--- src/core/chip_select_decoder_consts.vh ---
// Register offsets, field positions, reset values and cycle kinds of the chip-select decoder.
`ifndef CHIP_SELECT_DECODER_CONSTS_VH
`define CHIP_SELECT_DECODER_CONSTS_VH

`define CSD_OFS_LOWER_CTRL   8'h00
`define CSD_OFS_UPPER_CTRL   8'h04
`define CSD_OFS_MID_CTRL     8'h08
`define CSD_OFS_SHARED_CTRL  8'h0c
`define CSD_OFS_PERIPH_CTRL  8'h10
`define CSD_OFS_STATUS       8'h14

`define CSD_CTRL_RESET       16'h0000

`define CSD_WAIT_LSB         0
`define CSD_WAIT_MSB         1
`define CSD_RDY_IGN_BIT      2
`define CSD_SIZE_LSB         4
`define CSD_SIZE_MSB         7
`define CSD_MSIZE_LSB        4
`define CSD_MSIZE_MSB        6
`define CSD_SPACE_BIT        7
`define CSD_MBASE_LSB        9
`define CSD_MBASE_MSB        15
`define CSD_PBASE_LSB        6
`define CSD_PBASE_MSB        15

`define CSD_SIZE_CODE_MAX    4'h8
`define CSD_MSIZE_CODE_MAX   3'h6
`define CSD_PERIPH_LINES     7
`define CSD_PERIPH_SPAN      10'h380
`define CSD_TOP_BLOCKS       10'h3ff

`define CSD_KIND_IDLE        3'h0
`define CSD_KIND_MEM_RD      3'h1
`define CSD_KIND_MEM_WR      3'h2
`define CSD_KIND_PREFETCH    3'h3
`define CSD_KIND_IO_RD       3'h4
`define CSD_KIND_IO_WR       3'h5

`endif

--- src/core/chip_select_decoder.v ---
// Address-window chip-select decoder with wait-state and ready control behind an APB slave.
//
// How it works
// - Peripheral line n selects base+n*128 through base+n*128+127, seven lines.
// - Upper memory window always ends at address 0FFFFFH.
// - Lower memory window covers zero through block size minus one.
// - Lower and upper block sizes are 1 to 256 Kbytes in powers of two.
// - Mid-range block splits into four consecutive quarters, one per select line.
// - A 512-Kbyte mid-range block with base bit 19 set overlaps the upper window.
// - Each window inserts zero to three wait states from its wait count field.
// - Ready-ignore bit chooses ready-terminated or unconditional end after waits.
// - Programmed wait states always elapse before external ready is honoured.
// - Ignoring ready, the cycle ends after the waits; ready cannot extend it.
// - Every enabled window holding the address asserts, overlaps included.
// - Any active mid-range line makes the shared control timing govern the cycle.
// - Peripheral overlapping lower or upper takes that window's timing.
// - Space-select bit places peripheral lines in memory or I/O cycles.
// - Upper and mid-range lines assert only on memory-space cycles.
// - CPU, DMA and refresh cycles are decoded alike.
// - Any read or write of its own register enables lower or upper; mid-range and peripheral also need the shared register accessed.
// - An enabled window stays enabled until reset; writes only retune it.
// - Only internal cycles decode; all selects idle while the bus is granted away.
// - Lower memory window always begins at address zero.
// - Upper window begins at 1 Mbyte minus its block size.
// - Peripheral base sits on any 1-Kbyte boundary in memory or I/O space.
`timescale 1ns/1ps
`include "chip_select_decoder_consts.vh"

module chip_select_decoder (
    input  wire        CLK_SYS,
    input  wire        RST,
    input  wire        PSEL,
    input  wire        PENABLE,
    input  wire        PWRITE,
    input  wire [7:0]  PADDR,
    input  wire [31:0] PWDATA,
    output reg  [31:0] PRDATA,
    output reg         PREADY,
    output reg         PSLVERR,
    input  wire        CYCLE_START,
    input  wire [19:0] CYCLE_ADDR,
    input  wire [2:0]  CYCLE_KIND,
    input  wire        BUS_GRANT_ACKNOWLEDGE,
    input  wire        BUS_READY,
    output reg         CYCLE_DONE,
    output reg         UPPER_MEMORY_SELECT_N,
    output reg         LOWER_MEMORY_SELECT_N,
    output reg  [3:0]  MIDRANGE_MEMORY_SELECT_N,
    output reg  [6:0]  PERIPHERAL_SELECT_N
);

    localparam [1:0] ST_IDLE  = 2'h0;
    localparam [1:0] ST_WAIT  = 2'h1;
    localparam [1:0] ST_READY = 2'h2;

    reg  [15:0] lower_window_control_q;
    reg  [15:0] upper_window_control_q;
    reg  [15:0] midrange_window_control_q;
    reg  [15:0] shared_midrange_peripheral_control_q;
    reg  [15:0] peripheral_window_control_q;
    reg         lower_en_q;
    reg         upper_en_q;
    reg         mid_touched_q;
    reg         shared_touched_q;
    reg         periph_touched_q;
    reg  [1:0]  state_q;
    reg  [1:0]  wait_cnt_q;
    reg         ignore_ready_q;
    reg         ready_s1_q;
    reg         ready_s2_q;
    reg         ready_s3_q;
    reg         ready_q;

    wire        mid_en    = mid_touched_q & shared_touched_q;
    wire        periph_en = periph_touched_q & shared_touched_q;

    // APB access phase that completes at this edge.
    wire        apb_done  = PSEL & PENABLE & PREADY;
    wire        apb_first = PSEL & PENABLE & ~PREADY;

    wire        is_lower  = (PADDR == `CSD_OFS_LOWER_CTRL);
    wire        is_upper  = (PADDR == `CSD_OFS_UPPER_CTRL);
    wire        is_mid    = (PADDR == `CSD_OFS_MID_CTRL);
    wire        is_shared = (PADDR == `CSD_OFS_SHARED_CTRL);
    wire        is_periph = (PADDR == `CSD_OFS_PERIPH_CTRL);
    wire        is_status = (PADDR == `CSD_OFS_STATUS);
    wire        mapped    = is_lower | is_upper | is_mid | is_shared | is_periph | is_status;

    // Window decode, all combinational on the cycle address.
    reg  [3:0]  low_code;
    reg  [3:0]  up_code;
    reg  [2:0]  mid_code;
    reg  [9:0]  kb_mask;
    reg  [9:0]  up_mask;
    reg  [20:0] mid_size;
    reg  [19:0] mid_base;
    reg  [19:0] mid_off;
    reg  [1:0]  mid_idx;
    reg  [19:0] per_base;
    reg  [19:0] per_off;
    reg         mem_cycle;
    reg         io_cycle;
    reg         hit_lower;
    reg         hit_upper;
    reg  [3:0]  hit_mid;
    reg  [6:0]  hit_per;
    reg  [2:0]  timing;
    integer     i;

    always @* begin
        low_code  = lower_window_control_q[`CSD_SIZE_MSB:`CSD_SIZE_LSB];
        up_code   = upper_window_control_q[`CSD_SIZE_MSB:`CSD_SIZE_LSB];
        mid_code  = shared_midrange_peripheral_control_q[`CSD_MSIZE_MSB:`CSD_MSIZE_LSB];
        if (low_code > `CSD_SIZE_CODE_MAX) begin
            low_code = `CSD_SIZE_CODE_MAX;
        end
        if (up_code > `CSD_SIZE_CODE_MAX) begin
            up_code = `CSD_SIZE_CODE_MAX;
        end
        if (mid_code > `CSD_MSIZE_CODE_MAX) begin
            mid_code = `CSD_MSIZE_CODE_MAX;
        end
        // Refresh and DMA cycles arrive on the same kind code as the CPU's.
        mem_cycle = (CYCLE_KIND == `CSD_KIND_MEM_RD) | (CYCLE_KIND == `CSD_KIND_MEM_WR) |
                    (CYCLE_KIND == `CSD_KIND_PREFETCH);
        io_cycle  = (CYCLE_KIND == `CSD_KIND_IO_RD) | (CYCLE_KIND == `CSD_KIND_IO_WR);

        kb_mask   = (10'h001 << low_code) - 10'h001;
        hit_lower = lower_en_q & mem_cycle & ((CYCLE_ADDR[19:10] & ~kb_mask) == 10'h000);
        up_mask   = (10'h001 << up_code) - 10'h001;
        hit_upper = upper_en_q & mem_cycle &
                    ((CYCLE_ADDR[19:10] | up_mask) == `CSD_TOP_BLOCKS);

        // A 512-Kbyte block with base bit 19 set simply lands in the upper half and overlaps.
        mid_size  = 21'h002000 << mid_code;
        mid_base  = {midrange_window_control_q[`CSD_MBASE_MSB:`CSD_MBASE_LSB], 13'h0000};
        mid_off   = CYCLE_ADDR - mid_base;
        mid_idx   = 2'h0;
        for (i = 0; i < 4; i = i + 1) begin
            if ((mid_off >> (11 + mid_code)) == i) begin
                mid_idx = i[1:0];
            end
        end
        hit_mid   = 4'h0;
        if (mid_en && mem_cycle && (CYCLE_ADDR >= mid_base) && ({1'b0, mid_off} < mid_size)) begin
            hit_mid[mid_idx] = 1'b1;
        end

        per_base  = {peripheral_window_control_q[`CSD_PBASE_MSB:`CSD_PBASE_LSB], 10'h000};
        per_off   = CYCLE_ADDR - per_base;
        hit_per   = 7'h00;
        if (periph_en && (CYCLE_ADDR >= per_base) && (per_off < {10'h000, `CSD_PERIPH_SPAN}) &&
            (shared_midrange_peripheral_control_q[`CSD_SPACE_BIT] ? mem_cycle : io_cycle)) begin
            hit_per[per_off[9:7]] = 1'b1;
        end

        // Timing source: mid-range first, then lower/upper under a peripheral overlap.
        if (hit_mid != 4'h0) begin
            timing = shared_midrange_peripheral_control_q[2:0];
        end else if (hit_lower) begin
            timing = lower_window_control_q[2:0];
        end else if (hit_upper) begin
            timing = upper_window_control_q[2:0];
        end else if (hit_per[6:4] != 3'h0) begin
            timing = shared_midrange_peripheral_control_q[2:0];
        end else if (hit_per[3:0] != 4'h0) begin
            timing = peripheral_window_control_q[2:0];
        end else begin
            timing = 3'h0;
        end
    end

    // Control registers and sticky enables.
    always @(posedge CLK_SYS or posedge RST) begin
        if (RST) begin
            lower_window_control_q               <= `CSD_CTRL_RESET;
            upper_window_control_q               <= `CSD_CTRL_RESET;
            midrange_window_control_q            <= `CSD_CTRL_RESET;
            shared_midrange_peripheral_control_q <= `CSD_CTRL_RESET;
            peripheral_window_control_q          <= `CSD_CTRL_RESET;
            lower_en_q                           <= 1'b0;
            upper_en_q                           <= 1'b0;
            mid_touched_q                        <= 1'b0;
            shared_touched_q                     <= 1'b0;
            periph_touched_q                     <= 1'b0;
        end else if (apb_done) begin
            if (PWRITE && is_lower) begin
                lower_window_control_q <= PWDATA[15:0];
            end
            if (PWRITE && is_upper) begin
                upper_window_control_q <= PWDATA[15:0];
            end
            if (PWRITE && is_mid) begin
                midrange_window_control_q <= PWDATA[15:0];
            end
            if (PWRITE && is_shared) begin
                shared_midrange_peripheral_control_q <= PWDATA[15:0];
            end
            if (PWRITE && is_periph) begin
                peripheral_window_control_q <= PWDATA[15:0];
            end
            // Enables only ever set; a read counts as much as a write.
            lower_en_q       <= lower_en_q | is_lower;
            upper_en_q       <= upper_en_q | is_upper;
            mid_touched_q    <= mid_touched_q | is_mid;
            shared_touched_q <= shared_touched_q | is_shared;
            periph_touched_q <= periph_touched_q | is_periph;
        end
    end

    // APB answer: one wait cycle, data and error registered together with ready.
    always @(posedge CLK_SYS or posedge RST) begin
        if (RST) begin
            PREADY  <= 1'b0;
            PSLVERR <= 1'b0;
            PRDATA  <= 32'h00000000;
        end else begin
            PREADY  <= apb_first;
            PSLVERR <= apb_first & ~mapped;
            if (apb_first && !PWRITE) begin
                case (1'b1)
                    is_lower:  PRDATA <= {16'h0000, lower_window_control_q};
                    is_upper:  PRDATA <= {16'h0000, upper_window_control_q};
                    is_mid:    PRDATA <= {16'h0000, midrange_window_control_q};
                    is_shared: PRDATA <= {16'h0000, shared_midrange_peripheral_control_q};
                    is_periph: PRDATA <= {16'h0000, peripheral_window_control_q};
                    is_status: PRDATA <= {12'h000, ~PERIPHERAL_SELECT_N, ~MIDRANGE_MEMORY_SELECT_N,
                                          ~UPPER_MEMORY_SELECT_N, ~LOWER_MEMORY_SELECT_N,
                                          ready_q, state_q, periph_en, mid_en, upper_en_q, lower_en_q};
                    default:   PRDATA <= 32'h00000000;
                endcase
            end else begin
                PRDATA <= 32'h00000000;
            end
        end
    end

    // External ready pin; a change is accepted once the last two stages agree.
    always @(posedge CLK_SYS or posedge RST) begin
        if (RST) begin
            ready_s1_q <= 1'b0;
            ready_s2_q <= 1'b0;
            ready_s3_q <= 1'b0;
            ready_q    <= 1'b0;
        end else begin
            ready_s1_q <= BUS_READY;
            ready_s2_q <= ready_s1_q;
            ready_s3_q <= ready_s2_q;
            if (ready_s2_q == ready_s3_q) begin
                ready_q <= ready_s3_q;
            end
        end
    end

    // Bus cycle sequencer. Selects are registered so they never glitch on address settling.
    always @(posedge CLK_SYS or posedge RST) begin
        if (RST) begin
            state_q                  <= ST_IDLE;
            wait_cnt_q               <= 2'h0;
            ignore_ready_q           <= 1'b0;
            CYCLE_DONE               <= 1'b0;
            UPPER_MEMORY_SELECT_N    <= 1'b1;
            LOWER_MEMORY_SELECT_N    <= 1'b1;
            MIDRANGE_MEMORY_SELECT_N <= 4'hf;
            PERIPHERAL_SELECT_N      <= 7'h7f;
        end else begin
            CYCLE_DONE <= 1'b0;
            if (BUS_GRANT_ACKNOWLEDGE) begin
                // An external master owns the bus; nothing it drives is decoded.
                state_q                  <= ST_IDLE;
                UPPER_MEMORY_SELECT_N    <= 1'b1;
                LOWER_MEMORY_SELECT_N    <= 1'b1;
                MIDRANGE_MEMORY_SELECT_N <= 4'hf;
                PERIPHERAL_SELECT_N      <= 7'h7f;
            end else begin
                case (state_q)
                    ST_IDLE: begin
                        if (CYCLE_START) begin
                            UPPER_MEMORY_SELECT_N    <= ~hit_upper;
                            LOWER_MEMORY_SELECT_N    <= ~hit_lower;
                            MIDRANGE_MEMORY_SELECT_N <= ~hit_mid;
                            PERIPHERAL_SELECT_N      <= ~hit_per;
                            wait_cnt_q               <= timing[`CSD_WAIT_MSB:`CSD_WAIT_LSB];
                            ignore_ready_q           <= timing[`CSD_RDY_IGN_BIT];
                            state_q                  <= ST_WAIT;
                        end
                    end
                    ST_WAIT: begin
                        if (wait_cnt_q != 2'h0) begin
                            wait_cnt_q <= wait_cnt_q - 2'h1;
                        end else if (ignore_ready_q) begin
                            CYCLE_DONE               <= 1'b1;
                            state_q                  <= ST_IDLE;
                            UPPER_MEMORY_SELECT_N    <= 1'b1;
                            LOWER_MEMORY_SELECT_N    <= 1'b1;
                            MIDRANGE_MEMORY_SELECT_N <= 4'hf;
                            PERIPHERAL_SELECT_N      <= 7'h7f;
                        end else begin
                            state_q <= ST_READY;
                        end
                    end
                    ST_READY: begin
                        // Ready is only looked at once every programmed wait has elapsed.
                        if (ready_q) begin
                            CYCLE_DONE               <= 1'b1;
                            state_q                  <= ST_IDLE;
                            UPPER_MEMORY_SELECT_N    <= 1'b1;
                            LOWER_MEMORY_SELECT_N    <= 1'b1;
                            MIDRANGE_MEMORY_SELECT_N <= 4'hf;
                            PERIPHERAL_SELECT_N      <= 7'h7f;
                        end
                    end
                    default: begin
                        state_q <= ST_IDLE;
                    end
                endcase
            end
        end
    end

endmodule

--- config.mk ---
export PLATFORM = sky130hd
export DESIGN_NAME = chip_select_decoder
export DESIGN_NICKNAME = d
export VERILOG_FILES = /design/src/core/chip_select_decoder.v
export VERILOG_INCLUDE_DIRS = /design/src /design/src/core
export SDC_FILE = /design/constraint.sdc
export NUM_CORES = 1
export LEC_CHECK = 0
export ABC_AREA = 0
export CORE_MARGIN = 4
export CORE_UTILIZATION = 50
export DETAILED_ROUTE_END_ITERATION = 8
export DONT_BUFFER_PORTS = 1
export PLACE_DENSITY = 0.8
export SLEW_MARGIN = 0
export SYNTH_ARGS = -nofsm -noshare
export SYNTH_HDL_FRONTEND = slang
export SYNTH_SLANG_ARGS = --single-unit
export TNS_END_PERCENT = 10
--- constraint.sdc ---
create_clock -name CLK_SYS -period 3.6 [get_ports CLK_SYS]
set_input_delay 0.36 -clock CLK_SYS [delete_from_list [all_inputs] [get_ports CLK_SYS]]
set_output_delay 0.36 -clock CLK_SYS [all_outputs]
set_load 0.01 [all_outputs]
==> flow_summary.json <==
{
  "wl_per_cell_um": 20.4,
  "seq_area_mm2": 0.00327,
  "synthCells": 816,
  "drtAntennaViolNets": 0,
  "grt_antenna_before_repair": 0,
  "cp.arrival_ns": 3.81,
  "numCtsBuffers": 17,
  "die-area_mm2": 0.0173,
  "clk-insertion-delay-late_ns": 0.43,
  "final_nets": 919,
  "r2r_cells": 11,
  "rsz0062_at_grt": "no",
  "synthFlopType": "dfrtp_1",
  "netlist_top_cells_area": "dfrtp_1, mux2_2, ha_1, a21oi_1, dfstp_2",
  "num_rows": 44,
  "period_minus_slack_ns": 3.46,
  "place_area_mm2": 0.00778,
  "grt_pass1_vias": 6079,
  "mostFrequentLayoutCell": "dfrtp_1",
  "cts-root-buf": "clkbuf_16",
  "p_leak_nw": 3.77,
  "setup-tns-final_ns": 0,
  "p_per_area_mw_per_mm2": 451,
  "yosys_warnings": 0,
  "cp_max_fo": 8,
  "ys_types": 71,
  "final_max_slew_viol_count": 0,
  "synth_top_area_share_pct": 38.5,
  "drt-total-wl_um": 20700,
  "postCtsSetupRepairBufs": 0,
  "drc": 0,
  "worstMarginPinSlew_ns": 0.984,
  "critPathKind": "flip-flop to flip-flop",
  "setup_viol": 0,
  "dp_slack_ns": 0.206,
  "die_h_um": 131,
  "syn-cell-area_mm2": 0.00761,
  "place.gp.congestion": 0.921,
  "syn_area_per_cell_um2": 9.32,
  "use_met3_pct": 6.77,
  "use_met2_pct": 38.0,
  "first_iter_violations": 690,
  "max-slew-margin-rel_pct": 34.3,
  "synth-edff-count": 0,
  "grt_pass1_wl_um": 33300,
  "dr.pass1.iters": 5,
  "grt_use_met1_pct": 32.3,
  "irDropWorstVdd_mv": 0.330,
  "pin_count": 119,
  "skew_ns": 0.00580,
  "grt_usage_pct": 24.1,
  "via_per_inst": 6.26,
  "drive_gt1_share_pct": 17.3,
  "grt_max_degree": 58,
  "multiInputGateArea_mm2": 0.00398,
  "max_freq_mhz": 289,
  "clockBufferDepth": 2,
  "cts.sinks": 130,
  "vias": 6331,
  "cts_tree": "built",
  "crit_required_ns": 3.95,
  "min_path_type": "input port to async pin",
  "area_growth_pct": 11.4,
  "synthArstFlopShare_pct": 100,
  "nFillCells": 1200,
  "numPortBuffers": 0,
  "clk_pin_slew_ns": 0.06,
  "die_x_um": 131,
  "n_antenna_cell": 0,
  "finalWorstSetupSlack_ns": 0.137,
  "fin_area_mm2": 0.00848,
  "start_util_pct": 51.8,
  "ys_seq_elements": 130,
  "start_kind": "flip-flop",
  "hold_violations": 0,
  "grt-ovfl-total": 0,
  "drv_cap": 0,
  "outcome": "completed",
  "ys_seq_area_share_pct": 43.0,
  "fin_crit_sh_pct": 96.2,
  "hpwl_um": 15000,
  "cp-end-kind": "flip-flop",
  "yosys.area.top_type": "dfrtp_1",
  "h-tree-depth": 4,
  "most-common-layout-cells": "dfrtp_1, nor2_1, a21oi_1",
  "coreArea_mm2": 0.0147,
  "busiest_layer": "met2"
}
repair_timing:
| action | in CTS | in global routing |
|---|---|---|
| endpoints found under the setup margin | 0 | 1 |
| hold buffers | 5 | 0 |
| endpoints found under the hold margin | 5 | 0 |
| resized for setup | 0 | 1 |
final cells by class:
cell class	instances	share of cell area (%)
Inverter	44	1.99
Tap cell	184	2.72
Multi-Input combinational cell	600	46.9
Timing Repair Buffer	22	2.24
Clock inverter	14	2.42
Sequential cell	130	38.6
Clock buffer	18	5.18
worst max-delay path, cell delays in order (launching register included):
cell and delay, ns:
dfrtp_1 0.42, ha_1 0.22, fa_1 0.41, nand2b_1 0.19, a21oi_1 0.21, nand2_1 0.12
a2111oi_4 0.41, o2111ai_4 0.21, buf_4 0.22, nor3_1 0.28, a31oi_1 0.12, dlygate4sd3_1 0.57
logic make-up (layout without fill, tap and decap cells):
family / count (synthesis) / after routing / share of synthesized area, %
xor+xnor: 6 / 6 / 0.790
other cells: 1 / 12 / 0.0493
compound gates: 225 / 225 / 19.0
buf+inv: 97 / 98 / 5.46
fa+ha+maj: 34 / 34 / 5.76
mux: 68 / 68 / 9.98
flops: 130 / 130 / 43.0
simple gates: 255 / 255 / 16.0
sequential cells by signal, summed over array words and instances (netlist names), 2 cells and up:
signal                                cells
upper_window_control_q                   16
lower_window_control_q                   16
state_q                                   2
shared_midrange_peripheral_control_q     16
PERIPHERAL_SELECT_N                       7
PRDATA                                   20
midrange_window_control_q                16
wait_cnt_q                                2
MIDRANGE_MEMORY_SELECT_N                  4
peripheral_window_control_q              16
synthesized netlist by cell type, drive strengths merged (5+ instances only):
library cell,instances
a211oi,11
clkbuf,37
a221oi,17
nor3,18
nor2b,15
inv,44
mux2i,5
nand2,73
nor4,7
o211ai,5
buf,16
mux2,63
o21ai,53
a21oi,76
ha,31
nand3,15
dfrtp,117
nand4,6
nor2,81
o21a,6
dfstp,13
nand2b,12
a31oi,13
path summary, 6_finish.rpt:
check	startpoint	end	slack (ns)
max	peripheral_window_control_q[6]$_DFFE_PP0P_	PERIPHERAL_SELECT_N[6]$_DFFE_PP1P_	0.14
min	RST	PREADY$_DFF_PP0_	0.01
max reg2reg	peripheral_window_control_q[6]$_DFFE_PP0P_	PERIPHERAL_SELECT_N[6]$_DFFE_PP1P_	0.14
min reg2reg	ready_s1_q$_DFF_PP0_	ready_s2_q$_DFF_PP0_	0.35
max in group asynchronous	RST	lower_window_control_q[15]$_DFFE_PP0P_	2.65
min in group CLK_SYS	PWDATA[13]	peripheral_window_control_q[13]$_DFFE_PP0P_	0.05
metal layers:
layer / up-vias / share of wire [%]
li1: 2911 / -
met1: 3059 / 41
met2: 317 / 47
met3: 44 / 9.0
met4: 0 / 2.6
met5: - / 0
per-stage QoR:
step                      cells  hold WS (ns)  power [mW]  util [%]
after global placement      975         0.333        1.97      53.0
after detailed placement    975         0.337        1.97      53.0
final                      1012        0.0106        3.82      57.7
after global routing       1012        0.0460        3.99      57.7
after floorplan             827         0.331        1.91         -
after CTS                  1012        0.0275        3.83      57.7
power by group:
group / internal, mW / total, mW / switching [mW]
combinational: 0.160 / 0.442 / 0.282
sequential: 1.50 / 1.52 / 0.0246
clock: 1.19 / 1.86 / 0.676
Note: power is estimated with default switching activity, not from simulation.
